==> config.mk <==
export PLATFORM = sky130hd
export DESIGN_NAME = dacl_array_chain
export DESIGN_NICKNAME = d
export VERILOG_FILES = /design/src/core/dacl_assemble.v /design/src/core/dacl_array_chain.v
export VERILOG_INCLUDE_DIRS = /design/src /design/src/core
export SDC_FILE = /design/constraint.sdc
export NUM_CORES = 1
export LEC_CHECK = 0
export BUFFER_PORTS_ARGS = -buffer_cell sky130_fd_sc_hd__buf_2
export CAP_MARGIN = 5
export CORE_ASPECT_RATIO = 1.5
export CORE_UTILIZATION = 25
export CTS_BUF_LIST = sky130_fd_sc_hd__clkbuf_8
export DETAILED_ROUTE_END_ITERATION = 7
export SLEW_MARGIN = 30
export SYNTH_ARGS = -nofsm -noshare
export SYNTH_HDL_FRONTEND = slang
export SYNTH_SLANG_ARGS = --single-unit
export TNS_END_PERCENT = 5
==> constraint.sdc <==
create_clock -name core_clk_i -period 15.4 [get_ports core_clk_i]
set_input_delay 2.31 -clock core_clk_i [delete_from_list [all_inputs] [get_ports core_clk_i]]
set_output_delay 2.31 -clock core_clk_i [all_outputs]
set_load 0.1 [all_outputs]
==> src/core/dacl_map.vh <==
// Register offsets, field positions, entry layout and reset values for the array-chain fetcher
`ifndef DACL_MAP_VH
`define DACL_MAP_VH
// ****************************************
// Register port
// ****************************************
`define DACL_REG_AW 5
`define DACL_OFS_NEXT_ADDR_UPPER 5'h1f
`define DACL_OFS_NEXT_ADDR_LOWER 5'h1e
`define DACL_OFS_CONTROL 5'h1d
`define DACL_OFS_STATUS 5'h1c
`define DACL_OFS_BYTE_COUNT 5'h1b
`define DACL_OFS_ADDR_UPPER 5'h1a
`define DACL_OFS_ADDR_LOWER 5'h19
`define DACL_OFS_FRAME_WORD 5'h18
`define DACL_OFS_CHAR_WORD 5'h17
// ****************************************
// Control fields
// ****************************************
`define DACL_CTL_START 0
`define DACL_CTL_BUS8 1
`define DACL_CTL_STATUS_EN 2
`define DACL_CTL_LITTLE 12
`define DACL_CTL_RESET 16'h0000
// ****************************************
// Entry layout
// ****************************************
`define DACL_ENTRY_BYTES 5'h06
`define DACL_ENTRY_BYTES_EXT 5'h0c
`define DACL_OFS_CNT 5'h04
`define DACL_OFS_EXT_FRAME 5'h06
`define DACL_OFS_EXT_CHAR 5'h08
`define DACL_OFS_EXT_ZERO 5'h0a
`endif

==> src/core/dacl_assemble.v <==
// Places one fetched memory byte or word into the address or count field of an entry
`timescale 1ns/1ns
`include "dacl_map.vh"
module dacl_assemble (
  input wire [4:0] ofs_i,
  input wire [15:0] data_i,
  input wire bus8_i,
  input wire little_i,
  input wire [31:0] addr_in_i,
  input wire [15:0] cnt_in_i,
  output reg [31:0] addr_o,
  output reg [15:0] cnt_o
);
  always @* begin
    addr_o = addr_in_i;
    cnt_o = cnt_in_i;
    if (!bus8_i) begin
      if (ofs_i == 5'h00) begin
        if (little_i) addr_o[15:0] = data_i;
        else addr_o[31:16] = data_i;
      end else if (ofs_i == 5'h02) begin
        if (little_i) addr_o[31:16] = data_i;
        else addr_o[15:0] = data_i;
      end else if (ofs_i == `DACL_OFS_CNT) begin
        cnt_o = data_i;
      end
    end else begin
      // Byte lanes: big end walks high to low, little end low to high
      case (ofs_i)
        5'h00: if (little_i) addr_o[7:0] = data_i[7:0]; else addr_o[31:24] = data_i[7:0];
        5'h01: if (little_i) addr_o[15:8] = data_i[7:0]; else addr_o[23:16] = data_i[7:0];
        5'h02: if (little_i) addr_o[23:16] = data_i[7:0]; else addr_o[15:8] = data_i[7:0];
        5'h03: if (little_i) addr_o[31:24] = data_i[7:0]; else addr_o[7:0] = data_i[7:0];
        5'h04: if (little_i) cnt_o[7:0] = data_i[7:0]; else cnt_o[15:8] = data_i[7:0];
        5'h05: if (little_i) cnt_o[15:8] = data_i[7:0]; else cnt_o[7:0] = data_i[7:0];
        default: addr_o = addr_in_i;
      endcase
    end
  end
endmodule // dacl_assemble

==> src/core/dacl_array_chain.v <==
// Array-chained descriptor fetcher for one DMA channel
`timescale 1ns/1ns
`include "dacl_map.vh"
// What this block does
// - 16-bit big end: upper, lower, count
// - 16-bit little end: lower, upper, count
// - 8-bit in either byte order, six bytes
// - Zero count entry ends chaining, address unused
// - Status mode: twelve-byte entries with extras
// - Extra words identical for both byte orders
// - One control bit picks byte order
module dacl_array_chain (
  input wire core_clk_i,
  input wire resetn_i,
  input wire reg_wr_i,
  input wire reg_rd_i,
  input wire [4:0] reg_addr_i,
  input wire [15:0] reg_wdata_i,
  output reg [15:0] reg_rdata_o,
  output reg mem_req_o,
  output reg [31:0] mem_addr_o,
  output reg mem_wide_o,
  input wire mem_ack_i,
  input wire [15:0] mem_rdata_i,
  output reg buf_valid_o,
  output reg [31:0] buf_addr_o,
  output reg [15:0] buf_count_o,
  output reg [15:0] buf_frame_o,
  output reg [15:0] buf_char_o,
  input wire buf_done_i,
  output reg busy_o,
  output reg chain_end_o
);
  // ****************************************
  // Reset release
  // ****************************************
  reg rst_meta_q;
  reg rst_n_q;
  always @(posedge core_clk_i or negedge resetn_i) begin
    if (!resetn_i) begin
      rst_meta_q <= 1'b0;
      rst_n_q <= 1'b0;
    end else begin
      rst_meta_q <= 1'b1;
      rst_n_q <= rst_meta_q;
    end
  end

  // Walk states
  localparam ST_IDLE = 2'd0;
  localparam ST_FETCH = 2'd1;
  localparam ST_USE = 2'd2;

  reg [1:0] state_q;
  reg [15:0] ctl_q;
  reg [31:0] base_q;
  reg [31:0] ent_addr_q;
  reg [15:0] ent_cnt_q;
  reg [15:0] ent_frame_q;
  reg [15:0] ent_char_q;
  reg [4:0] ofs_q;
  reg done_q;
  wire [31:0] asm_addr;
  wire [15:0] asm_cnt;
  // Mode bits only change while idle, so a chain never sees its layout shift under it
  wire bus8 = ctl_q[`DACL_CTL_BUS8];
  wire little = ctl_q[`DACL_CTL_LITTLE];
  wire ext = ctl_q[`DACL_CTL_STATUS_EN];
  wire [4:0] step = bus8 ? 5'h01 : 5'h02;
  wire [4:0] ent_len = ext ? `DACL_ENTRY_BYTES_EXT : `DACL_ENTRY_BYTES;
  wire [4:0] ofs_next = ofs_q + step;

  // ****************************************
  // Control decode
  // ****************************************
  // Control writes are dropped unless idle; a start mid-chain would tear a half-read entry
  wire wr_idle = reg_wr_i && state_q == ST_IDLE;
  wire start_hit = wr_idle && reg_addr_i == `DACL_OFS_CONTROL && reg_wdata_i[`DACL_CTL_START];
  wire fetch_last = ofs_next >= ent_len;
  wire dummy_hit = ofs_next == `DACL_ENTRY_BYTES && asm_cnt == 16'h0000;

  // Either byte of a two-byte field on the byte bus, or the whole word on the wide bus
  function pair_hit;
    input [4:0] ofs;
    input [4:0] first;
    begin
      pair_hit = ofs == first || ofs == first + 5'h01;
    end
  endfunction

  // Extra words are always high byte first, whatever the order bit says
  function [15:0] put_ext;
    input [15:0] old;
    input [15:0] d;
    input is8;
    input hi;
    begin
      if (!is8) put_ext = d;
      else if (hi) put_ext = {d[7:0], old[7:0]};
      else put_ext = {old[15:8], d[7:0]};
    end
  endfunction

  dacl_assemble u_asm (
    .ofs_i(ofs_q),
    .data_i(mem_rdata_i),
    .bus8_i(bus8),
    .little_i(little),
    .addr_in_i(ent_addr_q),
    .cnt_in_i(ent_cnt_q),
    .addr_o(asm_addr),
    .cnt_o(asm_cnt)
  );

  // ****************************************
  // Entry walk
  // ****************************************
  always @(posedge core_clk_i or negedge rst_n_q) begin
    if (!rst_n_q) begin
      state_q <= ST_IDLE;
      ctl_q <= `DACL_CTL_RESET;
      base_q <= 32'h00000000;
      ent_addr_q <= 32'h00000000;
      ent_cnt_q <= 16'h0000;
      ent_frame_q <= 16'h0000;
      ent_char_q <= 16'h0000;
      ofs_q <= 5'h00;
      done_q <= 1'b0;
      mem_req_o <= 1'b0;
      mem_addr_o <= 32'h00000000;
      // Wide bus shown at reset, as the control reset selects it
      mem_wide_o <= 1'b1;
      buf_valid_o <= 1'b0;
      buf_addr_o <= 32'h00000000;
      buf_count_o <= 16'h0000;
      buf_frame_o <= 16'h0000;
      buf_char_o <= 16'h0000;
      busy_o <= 1'b0;
      chain_end_o <= 1'b0;
      reg_rdata_o <= 16'h0000;
    end else begin
      mem_wide_o <= ~bus8;
      if (wr_idle) begin
        if (reg_addr_i == `DACL_OFS_NEXT_ADDR_UPPER) base_q[31:16] <= reg_wdata_i;
        else if (reg_addr_i == `DACL_OFS_NEXT_ADDR_LOWER) base_q[15:0] <= reg_wdata_i;
        else if (reg_addr_i == `DACL_OFS_CONTROL) ctl_q <= reg_wdata_i & 16'h1006;
      end
      if (start_hit) begin
        state_q <= ST_FETCH;
        ofs_q <= 5'h00;
        done_q <= 1'b0;
        busy_o <= 1'b1;
        chain_end_o <= 1'b0;
        mem_req_o <= 1'b1;
        // The new width goes out with the first request, not one cycle behind it
        mem_wide_o <= ~reg_wdata_i[`DACL_CTL_BUS8];
        mem_addr_o <= base_q;
        ent_cnt_q <= 16'h0000;
      end
      case (state_q)
        ST_FETCH: begin
          if (mem_ack_i) begin
            ent_addr_q <= asm_addr;
            ent_cnt_q <= asm_cnt;
            if (pair_hit(ofs_q, `DACL_OFS_EXT_FRAME))
              ent_frame_q <= put_ext(ent_frame_q, mem_rdata_i, bus8, ofs_q == `DACL_OFS_EXT_FRAME);
            if (pair_hit(ofs_q, `DACL_OFS_EXT_CHAR))
              ent_char_q <= put_ext(ent_char_q, mem_rdata_i, bus8, ofs_q == `DACL_OFS_EXT_CHAR);
            // Zero word at the tail is read to keep the stride but discarded
            // A zero count ends the walk before any extra word of the dummy is fetched
            if (dummy_hit) begin
              state_q <= ST_IDLE;
              mem_req_o <= 1'b0;
              busy_o <= 1'b0;
              chain_end_o <= 1'b1;
              done_q <= 1'b1;
            end else if (fetch_last) begin
              state_q <= ST_USE;
              mem_req_o <= 1'b0;
              buf_valid_o <= 1'b1;
              buf_addr_o <= asm_addr;
              buf_count_o <= asm_cnt;
              buf_frame_o <= ent_frame_q;
              buf_char_o <= ent_char_q;
            end else begin
              ofs_q <= ofs_next;
              mem_addr_o <= base_q + {27'h0000000, ofs_next};
            end
          end
        end
        ST_USE: begin
          if (buf_done_i) begin
            buf_valid_o <= 1'b0;
            // Base moves only once an entry is consumed, so it always names the entry in use
            base_q <= base_q + {27'h0000000, ent_len};
            ofs_q <= 5'h00;
            state_q <= ST_FETCH;
            mem_req_o <= 1'b1;
            mem_addr_o <= base_q + {27'h0000000, ent_len};
            ent_cnt_q <= 16'h0000;
          end
        end
        default: begin
          if (chain_end_o && reg_rd_i && reg_addr_i == `DACL_OFS_STATUS) chain_end_o <= 1'b0;
        end
      endcase
      // ****************************************
      // Register reads
      // ****************************************
      // Read data follows the address every cycle; only the status read has a side effect
      if (reg_addr_i == `DACL_OFS_NEXT_ADDR_UPPER) reg_rdata_o <= base_q[31:16];
      else if (reg_addr_i == `DACL_OFS_NEXT_ADDR_LOWER) reg_rdata_o <= base_q[15:0];
      else if (reg_addr_i == `DACL_OFS_CONTROL) reg_rdata_o <= ctl_q;
      else if (reg_addr_i == `DACL_OFS_STATUS) reg_rdata_o <= {14'h0000, done_q, busy_o};
      else if (reg_addr_i == `DACL_OFS_BYTE_COUNT) reg_rdata_o <= buf_count_o;
      else if (reg_addr_i == `DACL_OFS_ADDR_UPPER) reg_rdata_o <= buf_addr_o[31:16];
      else if (reg_addr_i == `DACL_OFS_ADDR_LOWER) reg_rdata_o <= buf_addr_o[15:0];
      else if (reg_addr_i == `DACL_OFS_FRAME_WORD) reg_rdata_o <= buf_frame_o;
      else if (reg_addr_i == `DACL_OFS_CHAR_WORD) reg_rdata_o <= buf_char_o;
      else reg_rdata_o <= 16'h0000;
    end
  end
endmodule // dacl_array_chain

* After elaboration in Yosys (flattened, before gate mapping)
Index checks and enable logic that the tools add are counted.
Storage, ports and cells: logic and storage cells 177, ROM bits 0, latch bits 0, RAM bits 0, memories 0, bits of input ports 43, output and inout port bits 133, register bits after elaboration 258
Cells by class: reduce and logical (&&, ||, !) cells 20, eq/ne operators 29, multiply operators 0, shift operators 0, bitwise gates (word level) 5, add/sub/neg operators 3, $lt $le $gt $ge 1, div/mod/pow operators 0, muxes and demuxes 95
Operators with widths (number):
- $mux 16 | 27
- $mux 32 | 11
- $mux 8 | 12
- $pmux 16 s2 | 3
- $pmux 32 s2 | 1
- $eq 5x5->1 const B | 9
- $add 32x4->32 | 1
- $add 32x5->32 | 1
- $pmux 8 s2 | 2
- $eq 5x3->1 const B | 5
- $mux 5 | 5
- $reduce_and 4->1 | 6
- $mux 1 | 22
- $logic_not 16->1 | 1
- $mux 2 | 6
- $ne 2x2->1 const B | 6
- $eq 5x2->1 const B | 2
- $eq 5x4->1 const B | 2
- $pmux 5 s2 | 1
- $logic_and 1x1->1 | 6
- $pmux 1 s2 | 3
- $add 5x2->5 | 1
- $eq 5x1->1 const B | 1
- $ge 5x4->1 | 1
- other kinds (12) | 18

* Logic depth before layout (Yosys ltp)
Gate-level depths: netlist (run 1).
word-level depth 10, mapped depth 17, mapped depth without buffers 16

* Hierarchy
A second synthesis (run 1) with hierarchy kept.
Unflattened totals: cells, all modules 1539, area, all modules 15127.0 um^2
Modules (own cells, without submodules):
- dacl_array_chain | sequential area each 6457.4 um^2, instances 1, area each 13376.6 um^2, cells an instance 1320
- dacl_assemble | sequential area each 0.0 um^2, instances 1, area each 1750.4 um^2, cells an instance 219

* Worst setup path after synthesis (run 1)
No wires, ideal clock.
path kind input-to-reg, from input port reg_addr_i[4], to register mem_addr_o[16], cell stages on the path 9, library setup time 124 ps, arrival time 4099 ps, data required time 15276 ps, buffers on the path 3, setup slack 11177 ps, cell sequence nand3_1 > nor3_1 > clkbuf_1 > nand2_1 > buf_1 > clkbuf_1 > nand4_1 > o311ai_0 > a211o_1
On the way: cells in the longest elaborated chain, start to end 8, elaborated cells on any way between the ends 9, those cells by class eq/ne: 1; mux: 6; reduce/logical: 2
RTL lines:
- from (decl) | line dacl_array_chain.v:17 | input wire [4:0] reg_addr_i,
- $eq 5x5->1 (no source line) *
- $logic_and 1x1->1 (no source line) *
- $logic_and 1x1->1 * | line dacl_array_chain.v:78 | wire start_hit = wr_idle && reg_addr_i == `DACL_OFS_CONTROL && reg_wdata_i[`DACL_CTL_START];
- $mux 32 * | line dacl_array_chain.v:148 | if (start_hit) begin
- $mux 32 | line dacl_array_chain.v:177 | end else if (fetch_last) begin
- $mux 32 | line dacl_array_chain.v:171 | if (dummy_hit) begin
- $mux 32 | line dacl_array_chain.v:162 | if (mem_ack_i) begin
- $pmux 32 s2 * | line dacl_array_chain.v:160 | case (state_q)
- to (signal assigned) | line dacl_array_chain.v:157 | mem_addr_o <= base_q;
- to (signal assigned) | line dacl_array_chain.v:187 | mem_addr_o <= base_q + {27'h0000000, ofs_next};
- to (signal assigned) | line dacl_array_chain.v:199 | mem_addr_o <= base_q + {27'h0000000, ent_len};
- to (decl) | line dacl_array_chain.v:21 | output reg [31:0] mem_addr_o,
Mark *: on every way between the ends. The rest lies on a longest branch, timed or not. A chain may end at the register's enable or synchronous reset.

* Worst setup path after layout (run 1)
from register ctl_q[1], to register mem_addr_o[25]
On the way: cells in the longest elaborated chain, start to end 7, elaborated cells on any way between the ends 12, those cells by class add/sub: 2; order compare: 1; eq/ne: 1; mux: 6; reduce/logical: 2
RTL lines:
- from (decl) | line dacl_array_chain.v:55 | reg [15:0] ctl_q;
- from (signal assigned) | line dacl_array_chain.v:121 | ctl_q <= `DACL_CTL_RESET;
- from (signal assigned) | line dacl_array_chain.v:146 | else if (reg_addr_i == `DACL_OFS_CONTROL) ctl_q <= reg_wdata_i & 16'h1006;
- $mux 2 | line dacl_array_chain.v:69 | wire [4:0] step = bus8 ? 5'h01 : 5'h02;
- $add 5x2->5 | line dacl_array_chain.v:71 | wire [4:0] ofs_next = ofs_q + step;
- $add 32x5->32, or another cell as far along | line dacl_array_chain.v:187
- $mux 32 / $logic_and 1x1->1 (equally long branches) | line dacl_array_chain.v:177, dacl_array_chain.v:80
- $mux 32 * | line dacl_array_chain.v:171
- $mux 32 * | line dacl_array_chain.v:162
- $pmux 32 s2 * | line dacl_array_chain.v:160
Marks and branches as above.

==> results of run 1 <==
==> worst reg2reg max path: stages, from the launching register on <==
cell,delay [ns]
dfrtp_2,0.38
buf_4,0.57
inv_1,0.46
ha_1,0.42
a21oi_1,0.14
nor2_1,0.07
xnor2_1,0.26
inv_1,0.15
ha_1,0.28
and3_1,0.15
nor3_1,0.58
o211ai_2,0.63
a21boi_0,0.88
o22ai_1,0.20
a21o_1,0.18
==> synth_stat cells, types with 12 or more instances <==
| master | n |
|---|---|
| and3_1 | 21 |
| clkbuf_1 | 91 |
| nor2b_1 | 12 |
| a21oi_1 | 108 |
| o21ai_0 | 154 |
| o21ai_1 | 14 |
| xor2_1 | 15 |
| xnor2_1 | 20 |
| nand4_1 | 12 |
| nand3_1 | 28 |
| a22oi_1 | 19 |
| nor3_1 | 40 |
| a221o_1 | 24 |
| nor2_1 | 102 |
| mux2_2 | 131 |
| a31oi_1 | 15 |
| mux2i_1 | 71 |
| inv_1 | 23 |
| nand2_1 | 191 |
| nor4_1 | 12 |
| a211o_1 | 25 |
| ha_1 | 16 |
| o22ai_1 | 19 |
| dfrtp_1 | 257 |
==> report_power, final <==
| part | leakage, nW | total, mW | internal (mW) | switching [mW] |
|---|---|---|---|---|
| sequential | 3.46 | 0.920 | 0.777 | 0.142 |
| combinational | 4.24 | 0.904 | 0.262 | 0.642 |
| clock | 0.580 | 0.706 | 0.389 | 0.318 |
| total | 8.28 | 2.53 | 1.43 | 1.10 |
==> routing by layer <==
metal	track usage, %	vias up	wire length, um
li1	-	6086	-
met4	9.31	2	3000
met2	32.3	748	28400
met3	3.46	149	4960
met1	23.7	6870	22700
met5	0	-	11
==> area by class of cell <==
cell class / count / share of cell area, %
Multi-Input combinational cell: 1192 / 45.2
Antenna cell: 2 / 0.0285
Clock buffer: 64 / 5.02
Tap cell: 777 / 5.54
Clock inverter: 22 / 0.770
Inverter: 24 / 0.513
Sequential cell: 258 / 36.8
Timing Repair Buffer: 199 / 6.06
==> logic make-up (layout without fill, tap and decap cells) <==
logic type                 Yosys count  in the layout  share of synthesized area [%]
DFF                                258            258                           43.1
other                                1              3                         0.0250
and+or+nand+nor                    466            466                           14.5
adders and majority gates           18             18                           1.60
AOI/OAI and AO/OA                  470            470                           19.9
xor gates and xnor gates            35             35                           2.05
muxes                              202            202                           14.6
buffers and inverters              146            309                           4.19
==> sequential cells by signal, indices dropped and copies added (netlist names), 32 cells and up <==
| register | flops |
|---|---|
| mem_addr_o | 32 |
| ent_addr_q | 32 |
| base_q | 32 |
| buf_addr_o | 32 |
==> stage by stage <==
stage                     util (%)  setup slack (ns)  total power [mW]  hold WS [ns]  instance area [um^2]
after global routing          29.7              9.60              2.65         0.391                 17500
after global placement        27.9              9.93              1.80         0.340                 16500
final                         29.7              9.90              2.53         0.375                 17500
after floorplan                  -              7.68              1.58         0.331                 15000
after CTS                     29.7             10.20              2.54         0.371                 17500
after detailed placement      27.9              9.89              1.83         0.355                 16500
==> worst max path at each step <==
stage                               from                         to  slack (ns)  cells after the start
floorplan              rst_n_q$_DFF_PN0_      base_q[0]$_DFFE_PN0P_        7.68                      0
global placement          mem_rdata_i[0]  buf_addr_o[7]$_DFFE_PN0P_        9.93                     10
detailed placement        mem_rdata_i[0]  buf_addr_o[3]$_DFFE_PN0P_        9.89                     10
CTS                 ctl_q[1]$_DFFE_PN0P_   mem_addr_o[25]$_DFF_PN0_       10.20                     14
global route        ctl_q[1]$_DFFE_PN0P_   mem_addr_o[25]$_DFF_PN0_        9.60                     14
finish              ctl_q[1]$_DFFE_PN0P_   mem_addr_o[25]$_DFF_PN0_        9.90                     14
==> impl_metrics.json, run 1 <==
{
  "path_delay_family": "compound AO/OA/AOI/OAI gates",
  "numPortBuffers": 175,
  "syn_area_per_cell_um2": 9.38,
  "worstReg2RegStart": "ctl_q[1]$_DFFE_PN0P_",
  "postCtsSetupBuffers": 0,
  "drive_above_1_share_pct": 24.6,
  "regToRegSetupSlack_ns": 9.90,
  "hold_start": "rst_meta_q$_DFF_PN0_",
  "nNetsFinal": 1782,
  "period_share_pct": 35.7,
  "routed_wl_um": 59100,
  "finalHoldViolCount": 0,
  "rr_endpoint": "mem_addr_o[25]$_DFF_PN0_",
  "start_kind": "flip-flop",
  "path_buf_inv": 3,
  "cp_slowest_cell": "a21boi_0",
  "clk_pin_slew_worst_paths_ns": 0.06,
  "regArea_um2": 6460,
  "yosysUniqueCellTypes": 79,
  "numClockSinks": 258,
  "syn_area_um2": 15000,
  "critPathCaptureType": "flip-flop",
  "p_per_area_nw_per_um2": 144,
  "place_congestion": 0.957,
  "crit_fanout": 68,
  "grt_setup_unrepaired": "false",
  "layout_commonest_cell": "dfrtp_1",
  "path_cells": "buf_4 > inv_1 > ha_1 > a21oi_1 > nor2_1 > xnor2_1 > inv_1 > ha_1 > and3_1 > nor3_1 > o211ai_2 > a21boi_0 > o22ai_1 > a21o_1",
  "slew_violations": 0,
  "antenna_found_initial": 3,
  "synth-seq-cells": 258,
  "setup_viol": 0,
  "clock_skew_ns": 0.0500,
  "clk_latency_ns": 0.65,
  "design.core.area_um2": 59100,
  "syn2layout_area_growth_pct": 17.2,
  "cts_resized": 0,
  "gr-total-overflow": 0,
  "fin_cells": 2538,
  "synth_top_area_share_pct": 43.0,
  "syn_inst": 1596,
  "reg2reg_depth": 14,
  "layout_common_cells": "dfrtp_1 (254), nand2_1 (191), buf_2 (175)",
  "num-fill-cells": 6239,
  "io_pins": 176,
  "die_h_um": 302,
  "syn_nets": 1657,
  "dr.pass1.iters": 6,
  "synthArstFlopShare_pct": 100,
  "die-area_um2": 60900,
  "floorplan.rows": 109,
  "setup_tns_ns": 0,
  "cp.arrival_ns": 6.00,
  "maxSlewHeadroom_pct": 30.7,
  "synth_largest_area_cell": "dfrtp_1",
  "synthTopCellsByArea": "dfrtp_1 (43%), mux2_2 (9.9%), o21ai_0 (5.1%)",
  "dpl.hpwl_um": 43300,
  "grt_pass1_vias": 13500,
  "h-tree-depth": 2,
  "hold_path_class": "reg2reg",
  "critPathMaxStageDelay_ns": 0.88,
  "synthFlopType": "dfrtp_1",
  "peakVddDrop_mv": 0.0671,
  "start_util_pct": 25.4,
  "status": "finished, final reports clean",
  "via_per_inst": 5.46,
  "grt_usage_pct": 19.2,
  "first_iter_violations": 1460,
  "grt_max_degree": 76,
  "clockBufferDepth": 3,
  "cts_tree": "done",
  "synth-edff-count": 0,
  "fin_crit_ns": 5.50,
  "cts_root_buf": "clkbuf_8",
  "hold_depth": 0,
  "path_class": "reg2reg",
  "hold_end": "rst_n_q$_DFF_PN0_",
  "worst_pin_slew_ns": 1.04,
  "numCtsBuffers": 46,
  "postRouteAntennaNets": 0,
  "fmaxAchievable_mhz": 182,
  "multi_input_area_um2": 7940,
  "wl_per_cell_um": 23.3,
  "grt_pass1_wl_um": 88100,
  "leakage_nw": 8.28,
  "drc": 0,
  "max-cap-violations": 0,
  "synth_seq_area_share_pct": 43.1,
  "cts_hold_buf": 0,
  "ys_warn_count": 0,
  "crit_required_ns": 15.90,
  "num_vias": 13900,
  "die_w_um": 202,
  "dp_cells": 2450
}
Power figures use the tool's default switching activity.
==> run 2, diff against run 1 <==
- clock period: 15.4 -> 5.4 ns (I/O delays scaled with it)
==> impl_metrics.json, run 2 (same netlist as run 1, synthesis figures left out) <==
{
  "layout_common_cells": "dfrtp_1 (254), nand2_1 (190), buf_2 (175)",
  "grt_usage_pct": 20.0,
  "grt_setup_unrepaired": "false",
  "critPathCaptureType": "flip-flop",
  "clock_skew_ns": 0.0571,
  "io_pins": 176,
  "die-area_um2": 60900,
  "numCtsBuffers": 48,
  "place_congestion": 0.955,
  "p_per_area_nw_per_um2": 413,
  "fmaxAchievable_mhz": 233,
  "dr.pass1.iters": 5,
  "path_class": "reg2reg",
  "peakVddDrop_mv": 0.223,
  "dp_cells": 2461,
  "wl_met3_um": 4050,
  "setup_tns_ns": 0,
  "drt-met1-wl_um": 24000,
  "dpl.hpwl_um": 45300,
  "die_h_um": 302,
  "postCtsSetupBuffers": 0,
  "reg2reg_depth": 13,
  "clk_latency_ns": 0.66,
  "rr_endpoint": "mem_addr_o[25]$_DFF_PN0_",
  "regToRegSetupSlack_ns": 1.12,
  "startpoint": "ctl_q[1]$_DFFE_PN0P_",
  "status": "finished, final reports clean",
  "path_delay_family": "compound AO/OA/AOI/OAI gates",
  "grt_pass1_wl_um": 91600,
  "max-cap-violations": 0,
  "crit_fanout": 30,
  "routed_wl_um": 61300,
  "setup_viol": 0,
  "drive_above_1_share_pct": 25.1,
  "grt_pass1_vias": 13700,
  "first_iter_violations": 972,
  "maxSlewHeadroom_pct": 30.2,
  "design.core.area_um2": 59100,
  "worstReg2RegStart": "ctl_q[1]$_DFFE_PN0P_",
  "num-fill-cells": 6202,
  "drc": 0,
  "syn2layout_area_growth_pct": 18.4,
  "cp.arrival_ns": 4.79,
  "routed.top_layer": "met5",
  "path_buf_inv": 3,
  "cts_root_buf": "clkbuf_8",
  "crit_required_ns": 5.91,
  "via_per_inst": 5.41,
  "num_vias": 13800,
  "clockBufferDepth": 3,
  "worst_pin_slew_ns": 1.04,
  "critPathMaxStageDelay_ns": 0.80,
  "grt_max_degree": 104,
  "cts_tree": "done",
  "hold_path_class": "reg2async",
  "leakage_nw": 8.36,
  "cts_resized": 0,
  "cp.depth": 13,
  "fin_crit_ns": 4.28,
  "antenna_found_initial": 3,
  "wl_per_cell_um": 24.0,
  "cp_slowest_cell": "a21boi_0",
  "period_share_pct": 79.3,
  "numClockSinks": 258,
  "nNetsFinal": 1798,
  "gr-total-overflow": 0,
  "finalHoldViolCount": 0,
  "crit_path_end": "mem_addr_o[25]$_DFF_PN0_",
  "met2_wirelength_um": 30500,
  "die_w_um": 202,
  "postRouteAntennaNets": 0,
  "slew_violations": 0,
  "fin_cells": 2552,
  "clk_pin_slew_worst_paths_ns": 0.06,
  "start_kind": "flip-flop",
  "layout_commonest_cell": "dfrtp_1",
  "h-tree-depth": 2,
  "start_util_pct": 25.4,
  "numPortBuffers": 175,
  "floorplan.rows": 109,
  "path_cells": "buf_4 > ha_1 > inv_1 > fa_1 > ha_1 > inv_1 > o21ai_0 > and3_1 > nor3_1 > o211ai_2 > a21boi_0 > o22ai_1 > a21o_1"
}
## run 2: cell types whose count changed in the layout (fill, tap and decap cells not counted), sizes merged
cell,delta
dlygate4sd3,+1
clkbuf,-2
clkinvlp,+2
bufinv,+2
inv,-2
buf,+13
## run 2: how the worst min path moves through the flow
stage	end	slack, ns	cells after the start
2_1_floorplan	rst_n_q$_DFF_PN0_	0.33	0
6_report	buf_addr_o[6]$_DFFE_PN0P_	0.23	0
3_5_place_dp	rst_n_q$_DFF_PN0_	0.34	0
4_1_cts	rst_n_q$_DFF_PN0_	0.35	0
5_1_grt	ent_addr_q[4]$_DFFE_PN0P_	0.26	0
3_3_place_gp	rst_n_q$_DFF_PN0_	0.33	0
## run 2: repair_timing
| action | 4_1_cts | 5_1_grt |
|---|---|---|
| hold buffers | 1 | 0 |
| endpoints found under the setup margin | 0 | 0 |
| endpoints found under the hold margin | 2 | 0 |
## run 2: cell type report
| type | count | area [um^2] | area share, % |
|---|---|---|---|
| Timing Repair Buffer | 213 | 1210 | 6.84 |
| Inverter | 24 | 90.1 | 0.508 |
| Clock inverter | 24 | 203 | 1.14 |
| Tap cell | 777 | 972 | 5.48 |
| Sequential cell | 258 | 6460 | 36.5 |
| Antenna cell | 2 | 5.00 | 0.0282 |
| Multi-Input combinational cell | 1192 | 7930 | 44.7 |
| Clock buffer | 62 | 853 | 4.81 |
## run 2: per-layer routing
layer	track usage [%]	vias to the layer above
met2	34.8	626
met5	0	-
met3	3.65	138
li1	-	6121
met1	23.9	6925
met4	9.45	2
## run 2: metrics by stage
step	hold WS [ns]	power [mW]	util, %	setup slack [ns]	area, um^2
after floorplan	0.331	4.49	-	1.17	15000
after global placement	0.335	5.16	28.1	1.25	16600
after detailed placement	0.338	5.21	28.1	1.24	16600
after CTS	0.353	7.34	29.9	1.20	17700
after global routing	0.260	7.65	30.0	0.799	17700
final	0.231	7.31	30.0	1.12	17700
## run 2: where the power goes
| group | switching [mW] | leakage [nW] | internal, mW |
|---|---|---|---|
| logic | 1.82 | 4.32 | 0.762 |
| clock network | 0.928 | 0.585 | 1.18 |
| registers | 0.411 | 3.46 | 2.22 |
| total | 3.16 | 8.36 | 4.16 |
